===== config.mk =====
export PLATFORM = sky130hd
export DESIGN_NAME = ssq_top
export DESIGN_NICKNAME = d
export VERILOG_FILES = /design/src/hw/ssq_pkg.sv /design/src/hw/ssq_averager.sv /design/src/hw/ssq_top.sv
export SDC_FILE = /design/constraint.sdc
export NUM_CORES = 1
export LEC_CHECK = 0
export BUFFER_PORTS_ARGS = -buffer_cell sky130_fd_sc_hd__buf_4
export CORE_ASPECT_RATIO = 1.5
export CORE_UTILIZATION = 48
export CTS_BUF_LIST = sky130_fd_sc_hd__clkbuf_16
export DETAILED_ROUTE_END_ITERATION = 6
export GPL_ROUTABILITY_DRIVEN = 1
export PLACE_DENSITY = 0.61
export SETUP_SLACK_MARGIN = 0.4
export SLEW_MARGIN = 20
export SYNTH_ARGS = -nofsm -noshare
export SYNTH_HDL_FRONTEND = slang
export SYNTH_SLANG_ARGS = --single-unit

===== constraint.sdc =====
create_clock -name clk_in -period 12.7 [get_ports clk_in]
set_input_delay 1.905 -clock clk_in [delete_from_list [all_inputs] [get_ports clk_in]]
set_output_delay 1.905 -clock clk_in [all_outputs]
set_load 0.01 [all_outputs]

===== src/hw/ssq_pkg.sv =====
// Package of constants and types for the sample sequencer control block
package ssq_pkg;
	localparam int SSQ_NSEQ       = 4;
	localparam int SSQ_DW         = 12;
	localparam int SSQ_SUMW       = 18;
	localparam int SSQ_MAXSTEP    = 8;
	localparam logic [3:0] SSQ_DEPTH0 = 4'h8;
	localparam logic [3:0] SSQ_DEPTH1 = 4'h4;
	localparam logic [3:0] SSQ_DEPTH2 = 4'h4;
	localparam logic [3:0] SSQ_DEPTH3 = 4'h1;
	localparam logic [2:0] SSQ_INPUT_MAX = 3'h6;
	// Register byte addresses
	localparam logic [7:0] SSQ_A_ENABLE  = 8'h00;
	localparam logic [7:0] SSQ_A_AVG     = 8'h04;
	localparam logic [7:0] SSQ_A_RIS     = 8'h08;
	localparam logic [7:0] SSQ_A_IM      = 8'h0c;
	localparam logic [7:0] SSQ_A_MIS     = 8'h10;
	localparam logic [7:0] SSQ_A_PSTRIG  = 8'h14;
	localparam logic [7:0] SSQ_A_OVF     = 8'h18;
	localparam logic [7:0] SSQ_A_UNF     = 8'h1c;
	localparam logic [7:0] SSQ_A_TRIGSRC = 8'h20;
	localparam logic [7:0] SSQ_A_PRIO    = 8'h24;
	localparam logic [7:0] SSQ_A_STEP    = 8'h40;
	localparam logic [7:0] SSQ_A_FIFO    = 8'h80;
	localparam logic [7:0] SSQ_A_LEVEL   = 8'h90;
	// Step word: bits 2:0 input, 3 last, 4 irq
	localparam int SSQ_ST_LAST = 3;
	localparam int SSQ_ST_IRQ  = 4;
	localparam logic [3:0] SSQ_TRIG_PROC   = 4'h0;
	localparam logic [3:0] SSQ_TRIG_EXT    = 4'h1;
	localparam logic [3:0] SSQ_TRIG_TIMER  = 4'h2;
	localparam logic [3:0] SSQ_TRIG_PWM0   = 4'h3;
	localparam logic [3:0] SSQ_TRIG_PWM1   = 4'h4;
	localparam logic [3:0] SSQ_TRIG_PWM2   = 4'h5;
	localparam logic [3:0] SSQ_TRIG_ALWAYS = 4'hf;
	localparam logic [2:0] SSQ_AVG_MAXLOG  = 3'h6;
	localparam logic [1:0] SSQ_PRIO_RESET  = 2'h0;
	typedef enum logic [1:0] {SSQ_IDLE, SSQ_CONV, SSQ_WAIT} ssq_state_t;
endpackage


===== src/hw/ssq_averager.sv =====
// Global hardware averager: accumulates 2^n raw conversions into one result
module ssq_averager
	import ssq_pkg::*;
(
	// Clock and reset
	input  wire logic                clk_in,
	input  wire logic                rst_in,
	// Setting
	input  wire logic [2:0]          averaging_factor_in,
	// Raw conversions
	input  wire logic                raw_valid_in,
	input  wire logic [SSQ_DW-1:0]   raw_data_in,
	input  wire logic                clear_in,
	// Averaged result
	output logic                     avg_valid_out,
	output logic [SSQ_DW-1:0]        avg_data_out
);
	logic [SSQ_SUMW-1:0] sum_reg;
	logic [6:0]          cnt_reg;
	logic [SSQ_SUMW-1:0] sum_add;
	logic [6:0]          target;
	logic                done;

	// Number of raw conversions per result; zero factor passes each one through
	assign target  = 7'(7'h01 << averaging_factor_in);
	assign sum_add = sum_reg + SSQ_SUMW'(raw_data_in);
	assign done    = raw_valid_in && ((cnt_reg + 7'h01) == target);

	// Accumulate raw conversions; the last one of a group restarts the sum
	always_ff @(posedge clk_in) begin
		if (rst_in || clear_in || done) begin
			sum_reg <= '0;
			cnt_reg <= '0;
		end else if (raw_valid_in) begin
			sum_reg <= sum_add;
			cnt_reg <= cnt_reg + 7'h01;
		end
	end

	// Result stands in the cycle of the last raw conversion, while the sequencer still waits
	assign avg_valid_out = done;
	assign avg_data_out  = SSQ_DW'(sum_add >> averaging_factor_in);
endmodule


===== src/hw/ssq_top.sv =====
// Sample sequencer control: sequences, arbiter, result FIFOs, interrupts, Avalon-MM slave
module ssq_top
	import ssq_pkg::*;
(
	// Clock and reset
	input  wire logic              clk_in,
	input  wire logic              rst_in,
	// Avalon-MM slave
	input  wire logic [7:0]        avs_address_in,
	input  wire logic              avs_read_in,
	input  wire logic              avs_write_in,
	input  wire logic [31:0]       avs_writedata_in,
	output logic [31:0]            avs_readdata_out,
	output logic                   avs_waitrequest_out,
	// Trigger inputs
	input  wire logic              trig_ext_in,
	input  wire logic              trig_timer_in,
	input  wire logic [2:0]        trig_pwm_in,
	// Converter core
	output logic                   conv_start_out,
	output logic [2:0]             conv_input_out,
	input  wire logic              conv_done_in,
	input  wire logic [SSQ_DW-1:0] conv_data_in,
	// Interrupt
	output logic                   irq_out
);
	logic [3:0]  enable_reg, ris_reg, im_reg, ovf_reg, unf_reg, pend_reg;
	logic [2:0]  avg_reg;
	logic [15:0] trigsrc_reg;
	logic [7:0]  sequence_priority_reg;
	logic [4:0]  step_cfg [SSQ_NSEQ][SSQ_MAXSTEP];
	logic [SSQ_DW-1:0] fifo_mem [SSQ_NSEQ][SSQ_MAXSTEP];
	logic [2:0]  wp_reg [SSQ_NSEQ];
	logic [2:0]  rp_reg [SSQ_NSEQ];
	logic [3:0]  lvl_reg [SSQ_NSEQ];
	ssq_state_t  state_reg;
	logic [1:0]  cur_reg;
	logic [2:0]  step_reg;
	logic        ack_reg;
	logic [3:0]  src_trig, hw_trig, proc_trig, trig_any, push, pop, fifo_cap_hit;
	logic        wr, rd, avg_valid, grant_ok, step_done;
	logic [SSQ_DW-1:0] avg_data;
	logic [1:0]  grant;
	logic [4:0]  cur_step;
	logic [1:0]  aseq;
	logic [2:0]  astep;
	logic [1:0]  fseq;

	// Capacity of each sequence
	function automatic logic [3:0] depth_of(input logic [1:0] s);
		unique case (s)
			2'h0: depth_of = SSQ_DEPTH0;
			2'h1: depth_of = SSQ_DEPTH1;
			2'h2: depth_of = SSQ_DEPTH2;
			2'h3: depth_of = SSQ_DEPTH3;
		endcase
	endfunction

	// Select one trigger source for a sequence
	function automatic logic pick_src(input logic [3:0] code, input logic ext,
		input logic tmr, input logic [2:0] pwm);
		unique case (code)
			SSQ_TRIG_EXT:    pick_src = ext;
			SSQ_TRIG_TIMER:  pick_src = tmr;
			SSQ_TRIG_PWM0:   pick_src = pwm[0];
			SSQ_TRIG_PWM1:   pick_src = pwm[1];
			SSQ_TRIG_PWM2:   pick_src = pwm[2];
			SSQ_TRIG_ALWAYS: pick_src = 1'b1;
			default:         pick_src = 1'b0;
		endcase
	endfunction

	// Bus decode; one wait cycle then acknowledge
	assign wr    = avs_write_in && !ack_reg;
	assign rd    = avs_read_in && !ack_reg;
	assign aseq  = avs_address_in[4:3];
	assign astep = avs_address_in[2:0];
	assign fseq  = avs_address_in[3:2]; // FIFO words sit one word apart

	// Per-sequence trigger and FIFO decode
	genvar g;
	generate
		for (g = 0; g < SSQ_NSEQ; g++) begin : g_seq
			assign hw_trig[g]   = pick_src(trigsrc_reg[4*g +: 4], trig_ext_in,
				trig_timer_in, trig_pwm_in);
			assign proc_trig[g] = wr && (avs_address_in == SSQ_A_PSTRIG) && avs_writedata_in[g]
				&& (trigsrc_reg[4*g +: 4] == SSQ_TRIG_PROC);
			assign src_trig[g]  = enable_reg[g] && (hw_trig[g] || proc_trig[g]);
			assign pop[g]       = rd && (avs_address_in == (SSQ_A_FIFO + 8'(4*g)));
			assign fifo_cap_hit[g] = (lvl_reg[g] != 4'h0);
			assign push[g]      = step_done && (cur_reg == 2'(g))
				&& (lvl_reg[g] != depth_of(2'(g)));
		end
	endgenerate
	assign trig_any = pend_reg | src_trig;
	// A step completes when its averaged result arrives, even if the FIFO is full
	assign step_done = avg_valid && (state_reg == SSQ_WAIT);

	// Priority arbiter over pending sequences, 0 highest
	always_comb begin
		logic [1:0] best;
		best     = 2'h3;
		grant    = 2'h0;
		grant_ok = 1'b0;
		for (int i = 0; i < SSQ_NSEQ; i++) begin
			if (pend_reg[i] && (!grant_ok || sequence_priority_reg[2*i +: 2] < best)) begin
				best     = sequence_priority_reg[2*i +: 2];
				grant    = 2'(i);
				grant_ok = 1'b1;
			end
		end
	end

	assign cur_step = step_cfg[cur_reg][step_reg];

	// Hardware averager shared by all sequences
	ssq_averager u_avg (
		.clk_in              (clk_in),
		.rst_in              (rst_in),
		.averaging_factor_in (avg_reg),
		.raw_valid_in        (conv_done_in && state_reg == SSQ_WAIT),
		.raw_data_in         (conv_data_in),
		.clear_in            (state_reg == SSQ_IDLE),
		.avg_valid_out       (avg_valid),
		.avg_data_out        (avg_data)
	);

	// Sequencer: issue raw conversions of one step until the averaged result arrives
	always_ff @(posedge clk_in) begin
		if (rst_in) begin
			state_reg      <= SSQ_IDLE;
			cur_reg        <= '0;
			step_reg       <= '0;
			conv_start_out <= 1'b0;
			conv_input_out <= '0;
		end else begin
			conv_start_out <= 1'b0;
			unique case (state_reg)
				SSQ_IDLE: if (grant_ok) begin
					cur_reg   <= grant;
					step_reg  <= '0;
					state_reg <= SSQ_CONV;
				end
				SSQ_CONV: begin
					conv_start_out <= 1'b1;
					conv_input_out <= (cur_step[2:0] > SSQ_INPUT_MAX) ? SSQ_INPUT_MAX
						: cur_step[2:0];
					state_reg      <= SSQ_WAIT;
				end
				SSQ_WAIT: if (avg_valid) begin
					if (cur_step[SSQ_ST_LAST] || (4'(step_reg) + 4'h1 == depth_of(cur_reg)))
						state_reg <= SSQ_IDLE;
					else begin
						step_reg  <= step_reg + 3'h1;
						state_reg <= SSQ_CONV;
					end
				end else if (conv_done_in) begin
					state_reg <= SSQ_CONV;
				end
			endcase
		end
	end

	// Result FIFOs, one per sequence
	generate
		for (g = 0; g < SSQ_NSEQ; g++) begin : g_fifo
			always_ff @(posedge clk_in) begin
				if (rst_in) begin
					wp_reg[g]  <= '0;
					rp_reg[g]  <= '0;
					lvl_reg[g] <= '0;
				end else begin
					if (push[g]) begin
						fifo_mem[g][wp_reg[g]] <= avg_data;
						wp_reg[g] <= (4'(wp_reg[g]) + 4'h1 == depth_of(2'(g))) ? 3'h0
							: wp_reg[g] + 3'h1;
					end
					if (pop[g] && fifo_cap_hit[g])
						rp_reg[g] <= (4'(rp_reg[g]) + 4'h1 == depth_of(2'(g))) ? 3'h0
							: rp_reg[g] + 3'h1;
					lvl_reg[g] <= lvl_reg[g] + 4'(push[g]) - 4'(pop[g] && fifo_cap_hit[g]);
				end
			end
		end
	endgenerate

	// Flags: hardware set wins over software clear
	always_ff @(posedge clk_in) begin
		if (rst_in) begin
			pend_reg <= '0;
			ris_reg  <= '0;
			ovf_reg  <= '0;
			unf_reg  <= '0;
		end else begin
			for (int i = 0; i < SSQ_NSEQ; i++) begin
				if (state_reg == SSQ_IDLE && grant_ok && grant == 2'(i))
					pend_reg[i] <= src_trig[i];
				else if (src_trig[i])
					pend_reg[i] <= 1'b1;
				if (src_trig[i] && fifo_cap_hit[i])
					ovf_reg[i] <= 1'b1;
				else if (wr && avs_address_in == SSQ_A_OVF && avs_writedata_in[i])
					ovf_reg[i] <= 1'b0;
				if (pop[i] && !fifo_cap_hit[i])
					unf_reg[i] <= 1'b1;
				else if (wr && avs_address_in == SSQ_A_UNF && avs_writedata_in[i])
					unf_reg[i] <= 1'b0;
				if (step_done && cur_reg == 2'(i) && cur_step[SSQ_ST_IRQ])
					ris_reg[i] <= 1'b1;
				else if (wr && avs_address_in == SSQ_A_RIS && avs_writedata_in[i])
					ris_reg[i] <= 1'b0;
			end
		end
	end

	// Configuration registers
	always_ff @(posedge clk_in) begin
		if (rst_in) begin
			enable_reg            <= '0;
			avg_reg               <= '0;
			im_reg                <= '0;
			trigsrc_reg           <= '0;
			sequence_priority_reg <= {4{SSQ_PRIO_RESET}};
		end else if (wr) begin
			if (avs_address_in == SSQ_A_ENABLE)
				enable_reg <= avs_writedata_in[3:0];
			if (avs_address_in == SSQ_A_AVG)
				avg_reg <= (avs_writedata_in[2:0] > SSQ_AVG_MAXLOG) ? SSQ_AVG_MAXLOG
					: avs_writedata_in[2:0];
			if (avs_address_in == SSQ_A_IM)
				im_reg <= avs_writedata_in[3:0];
			if (avs_address_in == SSQ_A_TRIGSRC)
				trigsrc_reg <= avs_writedata_in[15:0];
			if (avs_address_in == SSQ_A_PRIO)
				sequence_priority_reg <= avs_writedata_in[7:0];
		end
	end

	// Step configuration table
	always_ff @(posedge clk_in) begin
		if (wr && avs_address_in[7:5] == SSQ_A_STEP[7:5] && 4'(astep) < depth_of(aseq))
			step_cfg[aseq][astep] <= avs_writedata_in[4:0];
	end

	// Read mux, handshake and interrupt output
	always_ff @(posedge clk_in) begin
		if (rst_in) begin
			ack_reg             <= 1'b0;
			avs_waitrequest_out <= 1'b1;
			avs_readdata_out    <= '0;
			irq_out             <= 1'b0;
		end else begin
			ack_reg             <= (avs_read_in || avs_write_in) && !ack_reg;
			avs_waitrequest_out <= !((avs_read_in || avs_write_in) && !ack_reg);
			irq_out             <= |(ris_reg & im_reg);
			if (rd) begin
				avs_readdata_out <= '0;
				unique case (avs_address_in)
					SSQ_A_ENABLE:  avs_readdata_out <= {28'h0, enable_reg};
					SSQ_A_AVG:     avs_readdata_out <= {29'h0, avg_reg};
					SSQ_A_RIS:     avs_readdata_out <= {28'h0, ris_reg};
					SSQ_A_IM:      avs_readdata_out <= {28'h0, im_reg};
					SSQ_A_MIS:     avs_readdata_out <= {28'h0, ris_reg & im_reg};
					SSQ_A_OVF:     avs_readdata_out <= {28'h0, ovf_reg};
					SSQ_A_UNF:     avs_readdata_out <= {28'h0, unf_reg};
					SSQ_A_TRIGSRC: avs_readdata_out <= {16'h0, trigsrc_reg};
					SSQ_A_PRIO:    avs_readdata_out <= {24'h0, sequence_priority_reg};
					default: begin
						if (avs_address_in[7:5] == SSQ_A_STEP[7:5])
							avs_readdata_out <= {27'h0, step_cfg[aseq][astep]};
						else if (avs_address_in[7:4] == SSQ_A_FIFO[7:4] && fifo_cap_hit[fseq])
							avs_readdata_out <= {20'h0, fifo_mem[fseq][rp_reg[fseq]]};
						else if (avs_address_in[7:4] == SSQ_A_LEVEL[7:4])
							avs_readdata_out <= {28'h0, lvl_reg[aseq]};
					end
				endcase
			end
		end
	end
endmodule


# After elaboration in Yosys (flattened, before gate mapping)

Memory sizes are Yosys's and may differ from the RTL's. A register that Yosys moved wholly into a read port is not among the register bits.
Cells that the tools add are included.

Reductions and logical operators: 142
Equal/unequal tests: 69
Bitwise gates (word level): 20
$lt $le $gt $ge: 19
Add/sub/neg operators: 28
Multipliers: 0
Mux-type cells: 152
Div/mod/pow operators: 0
Shift-type cells: 2

Operators with widths:

| cell                                                 | count |
|---|---|
| 2-to-1 mux 96 bit                                    | 10 |
| OR reduction 96 bit                                  | 3 |
| demux 12 bit (select 3 bit)                          | 4 |
| one-hot mux 16 bit (9 select lines)                  | 1 |
| 2-to-1 mux 12 bit                                    | 8 |
| logical AND 1 bit                                    | 78 |
| 2-to-1 mux 1 bit                                     | 68 |
| 2-to-1 mux 3 bit                                     | 21 |
| equality test 4 x 3 -> 1 bit (second input constant) | 12 |
| 2-to-1 mux 40 bit                                    | 1 |
| adder 3 x 1 -> 4 bit (second input constant)         | 9 |
| binary-select mux 12 bit (select 3 bit)              | 1 |
| nonzero test 2 bit                                   | 17 |
| equality test 4 x 2 -> 1 bit (second input constant) | 8 |
| equality test 4 bit (second input constant)          | 8 |
| equality test 8 x 5 -> 1 bit (second input constant) | 4 |
| equality test 8 bit (second input constant)          | 4 |
| 2-to-1 mux 4 bit                                     | 8 |
| binary-select mux 5 bit (select 3 bit)               | 2 |
| >= comparator 4 bit (second input constant)          | 7 |
| inverter 3 -> 4 bit                                  | 7 |
| adder 3 x 1 -> 3 bit (second input constant)         | 9 |
| 2-to-1 mux 2 bit                                     | 13 |
| 2-to-1 mux 5 bit                                     | 5 |
| 43 further kinds                                     | 124 |

Bits in registers: 122
Word-level logic and storage cells: 469
Bits in read-only memories: 0
Output and inout port bits: 38
RAM bits: 584
Latch bits: 0
Input port bits: 62
Memories kept: 5

Memories:

| memory   | depth | width | rd ports | clocked after memory_dff | wr ports | RTL line      | text |
|---|---|---|---|---|---|---|---|
| fifo_mem | 4     | 96    | 1        | 0                        | 1        | ssq_top.sv:32 | `logic [SSQ_DW-1:0] fifo_mem [SSQ_NSEQ][SSQ_MAXSTEP];` |
| step_cfg | 4     | 40    | 2        | 1                        | 1        | ssq_top.sv:31 | `logic [4:0] step_cfg [SSQ_NSEQ][SSQ_MAXSTEP];` |
| lvl_reg  | 4     | 4     | 5        | 0                        | 4        | ssq_top.sv:35 | `logic [3:0] lvl_reg [SSQ_NSEQ];` |
| rp_reg   | 4     | 3     | 5        | 0                        | 4        | ssq_top.sv:34 | `logic [2:0] rp_reg [SSQ_NSEQ];` |
| wp_reg   | 4     | 3     | 4        | 0                        | 4        | ssq_top.sv:33 | `logic [2:0] wp_reg [SSQ_NSEQ];` |

# Depth between registers and ports, before layout

Depth in word-level cells: 16
Mapped depth: 14

# Hierarchy

Synthesis repeated with hierarchy kept, for this count alone.

Cells, all modules: 2475
Area total of the unflattened synthesis: 32896.6 um^2

Modules (own cells, without submodules):

| module       | seq. area each (um^2) | area an instance (um^2) | instances | cells an instance |
|---|---|---|---|---|
| ssq_top      | 19038.3               | 29933.7                 | 1         | 2117 |
| ssq_averager | 500.5                 | 2962.8                  | 1         | 358 |

# Worst setup path after synthesis

OpenSTA, ideal clock, no wires.

Path type: in2reg
Start: in conv_data_in[0]
End: mem fifo_mem[0][10] (netlist name), data pin
Required time: 12.221 ns
Setup slack: 6.643 ns
Data arrival time: 5.578 ns
Library setup time: 0.479 ns
Stages: 11
Cell sequence: ha_1 inv_1 fa_1 nor2b_1 o31ai_1 a2111oi_0 a211oi_2 xnor2_1 mux2_2 mux2_2 a221oi_1

Cells in the longest elaborated chain, start to end: 5

Ends and longest elaborated chain:

| element                                   | RTL line           | text |
|---|---|---|
| from (decl)                               | ssq_top.sv:23      | `input wire logic [SSQ_DW-1:0] conv_data_in,` |
| adder 18 x 12 -> 18 bit *                 | ssq_averager.sv:26 | `assign sum_add = sum_reg + SSQ_SUMW'(raw_data_in);` |
| >> shifter 18 x 3 -> 12 bit *             | ssq_averager.sv:42 | `assign avg_data_out = SSQ_DW'(sum_add >> averaging_factor_in);` |
| net avg_data[10]                          | ssq_top.sv:42      | `logic [SSQ_DW-1:0] avg_data;` |
| 2-to-1 mux 96 bit (no line) (2 in series) | -                  |  |
| 2-to-1 mux 96 bit (no line) *             | -                  |  |
| to (decl)                                 | ssq_top.sv:32      |  |

The timed path passes the listed nets; every way through them passes the cells marked *.

# Final worst setup path

Start: in avs_address_in[3]
End: reg avs_readdata_out[1]

Cells in the longest elaborated chain, start to end: 8
Elaborated cells between the ends (all ways): 27
Classes of those cells: eq/ne (8); mux (12); bitwise (1); reduce/logical (2); memory (4)

Ends and longest elaborated chain:

| element                                               | RTL line       | text |
|---|---|---|
| from (decl)                                           | ssq_top.sv:9   | `input wire logic [7:0] avs_address_in,` |
| memory (4 x 3 bit)                                    | -              |  |
| inverter 3 -> 4 bit (not written as such)             | ssq_top.sv:272 | `avs_readdata_out <= {20'h0, fifo_mem[fseq][rp_reg[fseq]]};` |
| binary-select mux 12 bit (select 3 bit)               | ssq_top.sv:272 |  |
| 2-to-1 mux 12 bit (not written as such) (2 in series) | ssq_top.sv:272 |  |
| 2-to-1 mux 12 bit                                     | ssq_top.sv:271 | `else if (avs_address_in[7:4] == SSQ_A_FIFO[7:4] && fifo_cap_hit[fseq])` |
| 2-to-1 mux 12 bit                                     | ssq_top.sv:269 | `if (avs_address_in[7:5] == SSQ_A_STEP[7:5])` |
| one-hot mux 16 bit (9 select lines) *                 | ssq_top.sv:258 | `unique case (avs_address_in)` |
| to (signal assigned)                                  | ssq_top.sv:259 | `SSQ_A_ENABLE: avs_readdata_out <= {28'h0, enable_reg};` |
| to (signal assigned)                                  | ssq_top.sv:270 | `avs_readdata_out <= {27'h0, step_cfg[aseq][astep]};` |
| to (signal assigned)                                  | ssq_top.sv:272 |  |
| to (decl)                                             | ssq_top.sv:13  | `output logic [31:0] avs_readdata_out,` |

Every way passes the cells marked *; elsewhere a longest branch is shown, timed or not. The select of a mux whose other input is x is not followed.
A chain may end at the register's enable or synchronous reset.

==> flow_summary.ini <==
[place]
port_buffers = 67
place_inst = 3151
hpwl_um = 54000
post_dp_cell_area_um2 = 33500
gp_congestion = 0.864
pre_cts_ws_ps = 6380

[logic_synthesis]
synth_seq_area_share_pct = 61.2
ys.flop_type = edfxtp_1
postSynthCellCount = 2274
syn-mean-instance-area_um2 = 14.0
ys_ff_latch = 692
synth_most_common_cell = edfxtp_1
synth_top_area_share_pct = 53.5
ys_types = 74
syn_area_um2 = 31900
synth_warnings = 0
synthTopCellsByArea = edfxtp_1 53%, mux4_2 12%, dfxtp_1 7.8%
synth_edf_count = 568
synth_top_cell_by_area = edfxtp_1
async_flop_share_pct = 0
synthTopCellsByCount = 568 x edfxtp_1, 199 x nor2_1, 188 x nand2_1, 170 x mux4_2, 124 x dfxtp_1

[clocking]
htreeDepth = 3
cts_hold_buffers = 0
clkTransAtPathRegs_ps = 60
insertion_delay_ps = 620
tritoncts = done
ctsRootBufferMaster = clkbuf_16
clk_path_buf_depth = 3
clkSinkCount = 692
post_cts_buffers = 0
cts_buffers = 68
cts.repair.resized = 0

[global_route]
grt_first_pass_wirelength_um = 120000
grt_use_total_pct = 24.1
antenna_found_initial = 0
grt_pass1_vias = 19700
grt_max_degree = 86
grt-ovfl-total = 0

[die]
core_area_um2 = 65600
rows = 115
die_h_um = 318
start_util_pct = 48.6
ioPinCount = 100
die_x_um = 213
die_area_um2 = 67500

[setup_path]
slowest_delay_ps = 890
critPathKind = input pin to register
crit_top_cell = buf_4
critPathArrivalTime_ps = 6180
crit_path_max_fanout = 37
crit_path_start = avs_address_in[3]
worstSetupStartpointType = input pin
reg2reg_from = avg_reg[0]
reg2regPathDepth = 9
end_kind = register
path_cells = buf_4 -> clkinv_1 -> mux2i_4 -> buf_4 -> mux4_2 -> mux2i_1 -> o22ai_1 -> o311ai_0 -> a21oi_1
cp.required_ps = 13160
slowest_stage = clkinv_1

[sta]
whs_ps = 451
slew_headroom_pct = 29.9
worst_slack_ps = 6980
slew_viol_final = 0
final_hold_viol_count = 0
rsz0062_at_grt = no
fin_crit_ps = 5720
fin_skew_ps = 24.7
fmax_mhz = 175
finalSetupViolCount = 0
tightest_slew_ps = 1050
fin_crit_sh_pct = 45.1
setup_tns_ps = 0

[route]
antenna_left = 0
avgRoutedWirePerCell_um = 24.4
num_vias = 19600
vias_per_cell = 5.99
first_iter_violations = 1710
drc_errors = 0
first_pass_iters = 5
wirelength_um = 79900

[power]
peakVddDrop_v = 0.0000755
power_mw = 4.65
powerDensity_nw_per_um2 = 131
p_leak_nw = 11.9

[outcome]
status = complete, no violations

[hold_path]
min_from = avs_readdata_out[15]
whs_path_depth = 2
min_path_type = register to register

[final_layout]
area_growth_pct = 11.5
post-route-util_pct = 54.2
seq_area_um2 = 19500
largest_reg_flops = 384
fillerInstances = 5436
final_cells = 3270
fin_area_um2 = 35600
multi_input_area_um2 = 11600
drive_above_1_share_pct = 18.6
fin_nets = 2473
antenna_cells = 0

[run]
max_cap_violations = 0
-- layer usage --
layer  track usage (%)  vias to the layer above  part of all wire [%]
li1                  -                     8862                     -
met1              28.5                     9948                    38
met2              43.2                      603                    53
met3              3.20                      160                   4.7
met4              10.7                        0                   4.1
met5                 0                        -                     0
-- cell families after synthesis --
| logic type | after synthesis | share of synthesized area (%) |
|---|---|---|
| XOR/XNOR | 44 | 1.21 |
| AND/OR/NAND/NOR | 627 | 9.15 |
| multiplexers | 283 | 15.6 |
| AO/OA/AOI/OAI | 344 | 7.13 |
| flip-flops | 692 | 61.2 |
| other | 1 | 0.0118 |
| buffers and inverters | 215 | 2.91 |
| adder cells (fa/ha/maj) | 68 | 2.78 |
-- power by group --
group	internal, mW	switching [mW]
Clock	1.07	0.866
Combinational	0.0929	0.162
Sequential	2.46	0.00747
Total	3.62	1.03
-- worst paths after layout --
path	end	slack [ps]
max	avs_readdata_out[1]	6980
min	avs_readdata_out[15]	450
min reg2reg	avs_readdata_out[15]	450
max reg2reg	fifo_mem[2][45]	7760
-- placed cells by master, fill, tap and decap left out, types with 16 or more instances in the layout --
cell type,count
mux4_2,169
xnor2_1,27
nand2_1,188
nor2b_1,26
edfxtp_1,568
and3_1,19
a21oi_1,95
conb_1,16
o21ai_0,53
nand2b_1,24
clkbuf_16,70
a211oi_1,48
nor3_1,34
nand3_1,49
clkinv_1,18
inv_1,81
ha_1,62
o22ai_1,25
a22oi_1,16
nor2_1,193
xor2_1,17
dfxtp_1,122
mux2i_1,99
buf_4,124
-- worst max-delay path: cells and delay by family --
kind / cells / cell delay (ps)
AO/OA/AOI/OAI: 3 / 750
multiplexers: 3 / 1790
buffers and inverters: 3 / 1670
-- cell type report --
class / count / area share (%)
well taps: 877 / 3.08
inverters: 75 / 0.791
flip-flops and latches: 692 / 54.9
repair buffers: 125 / 2.65
clock inverters: 49 / 0.967
multi-input cells: 1382 / 32.7
clock buffers: 70 / 4.92
Note: power is estimated with default switching activity, not from simulation.
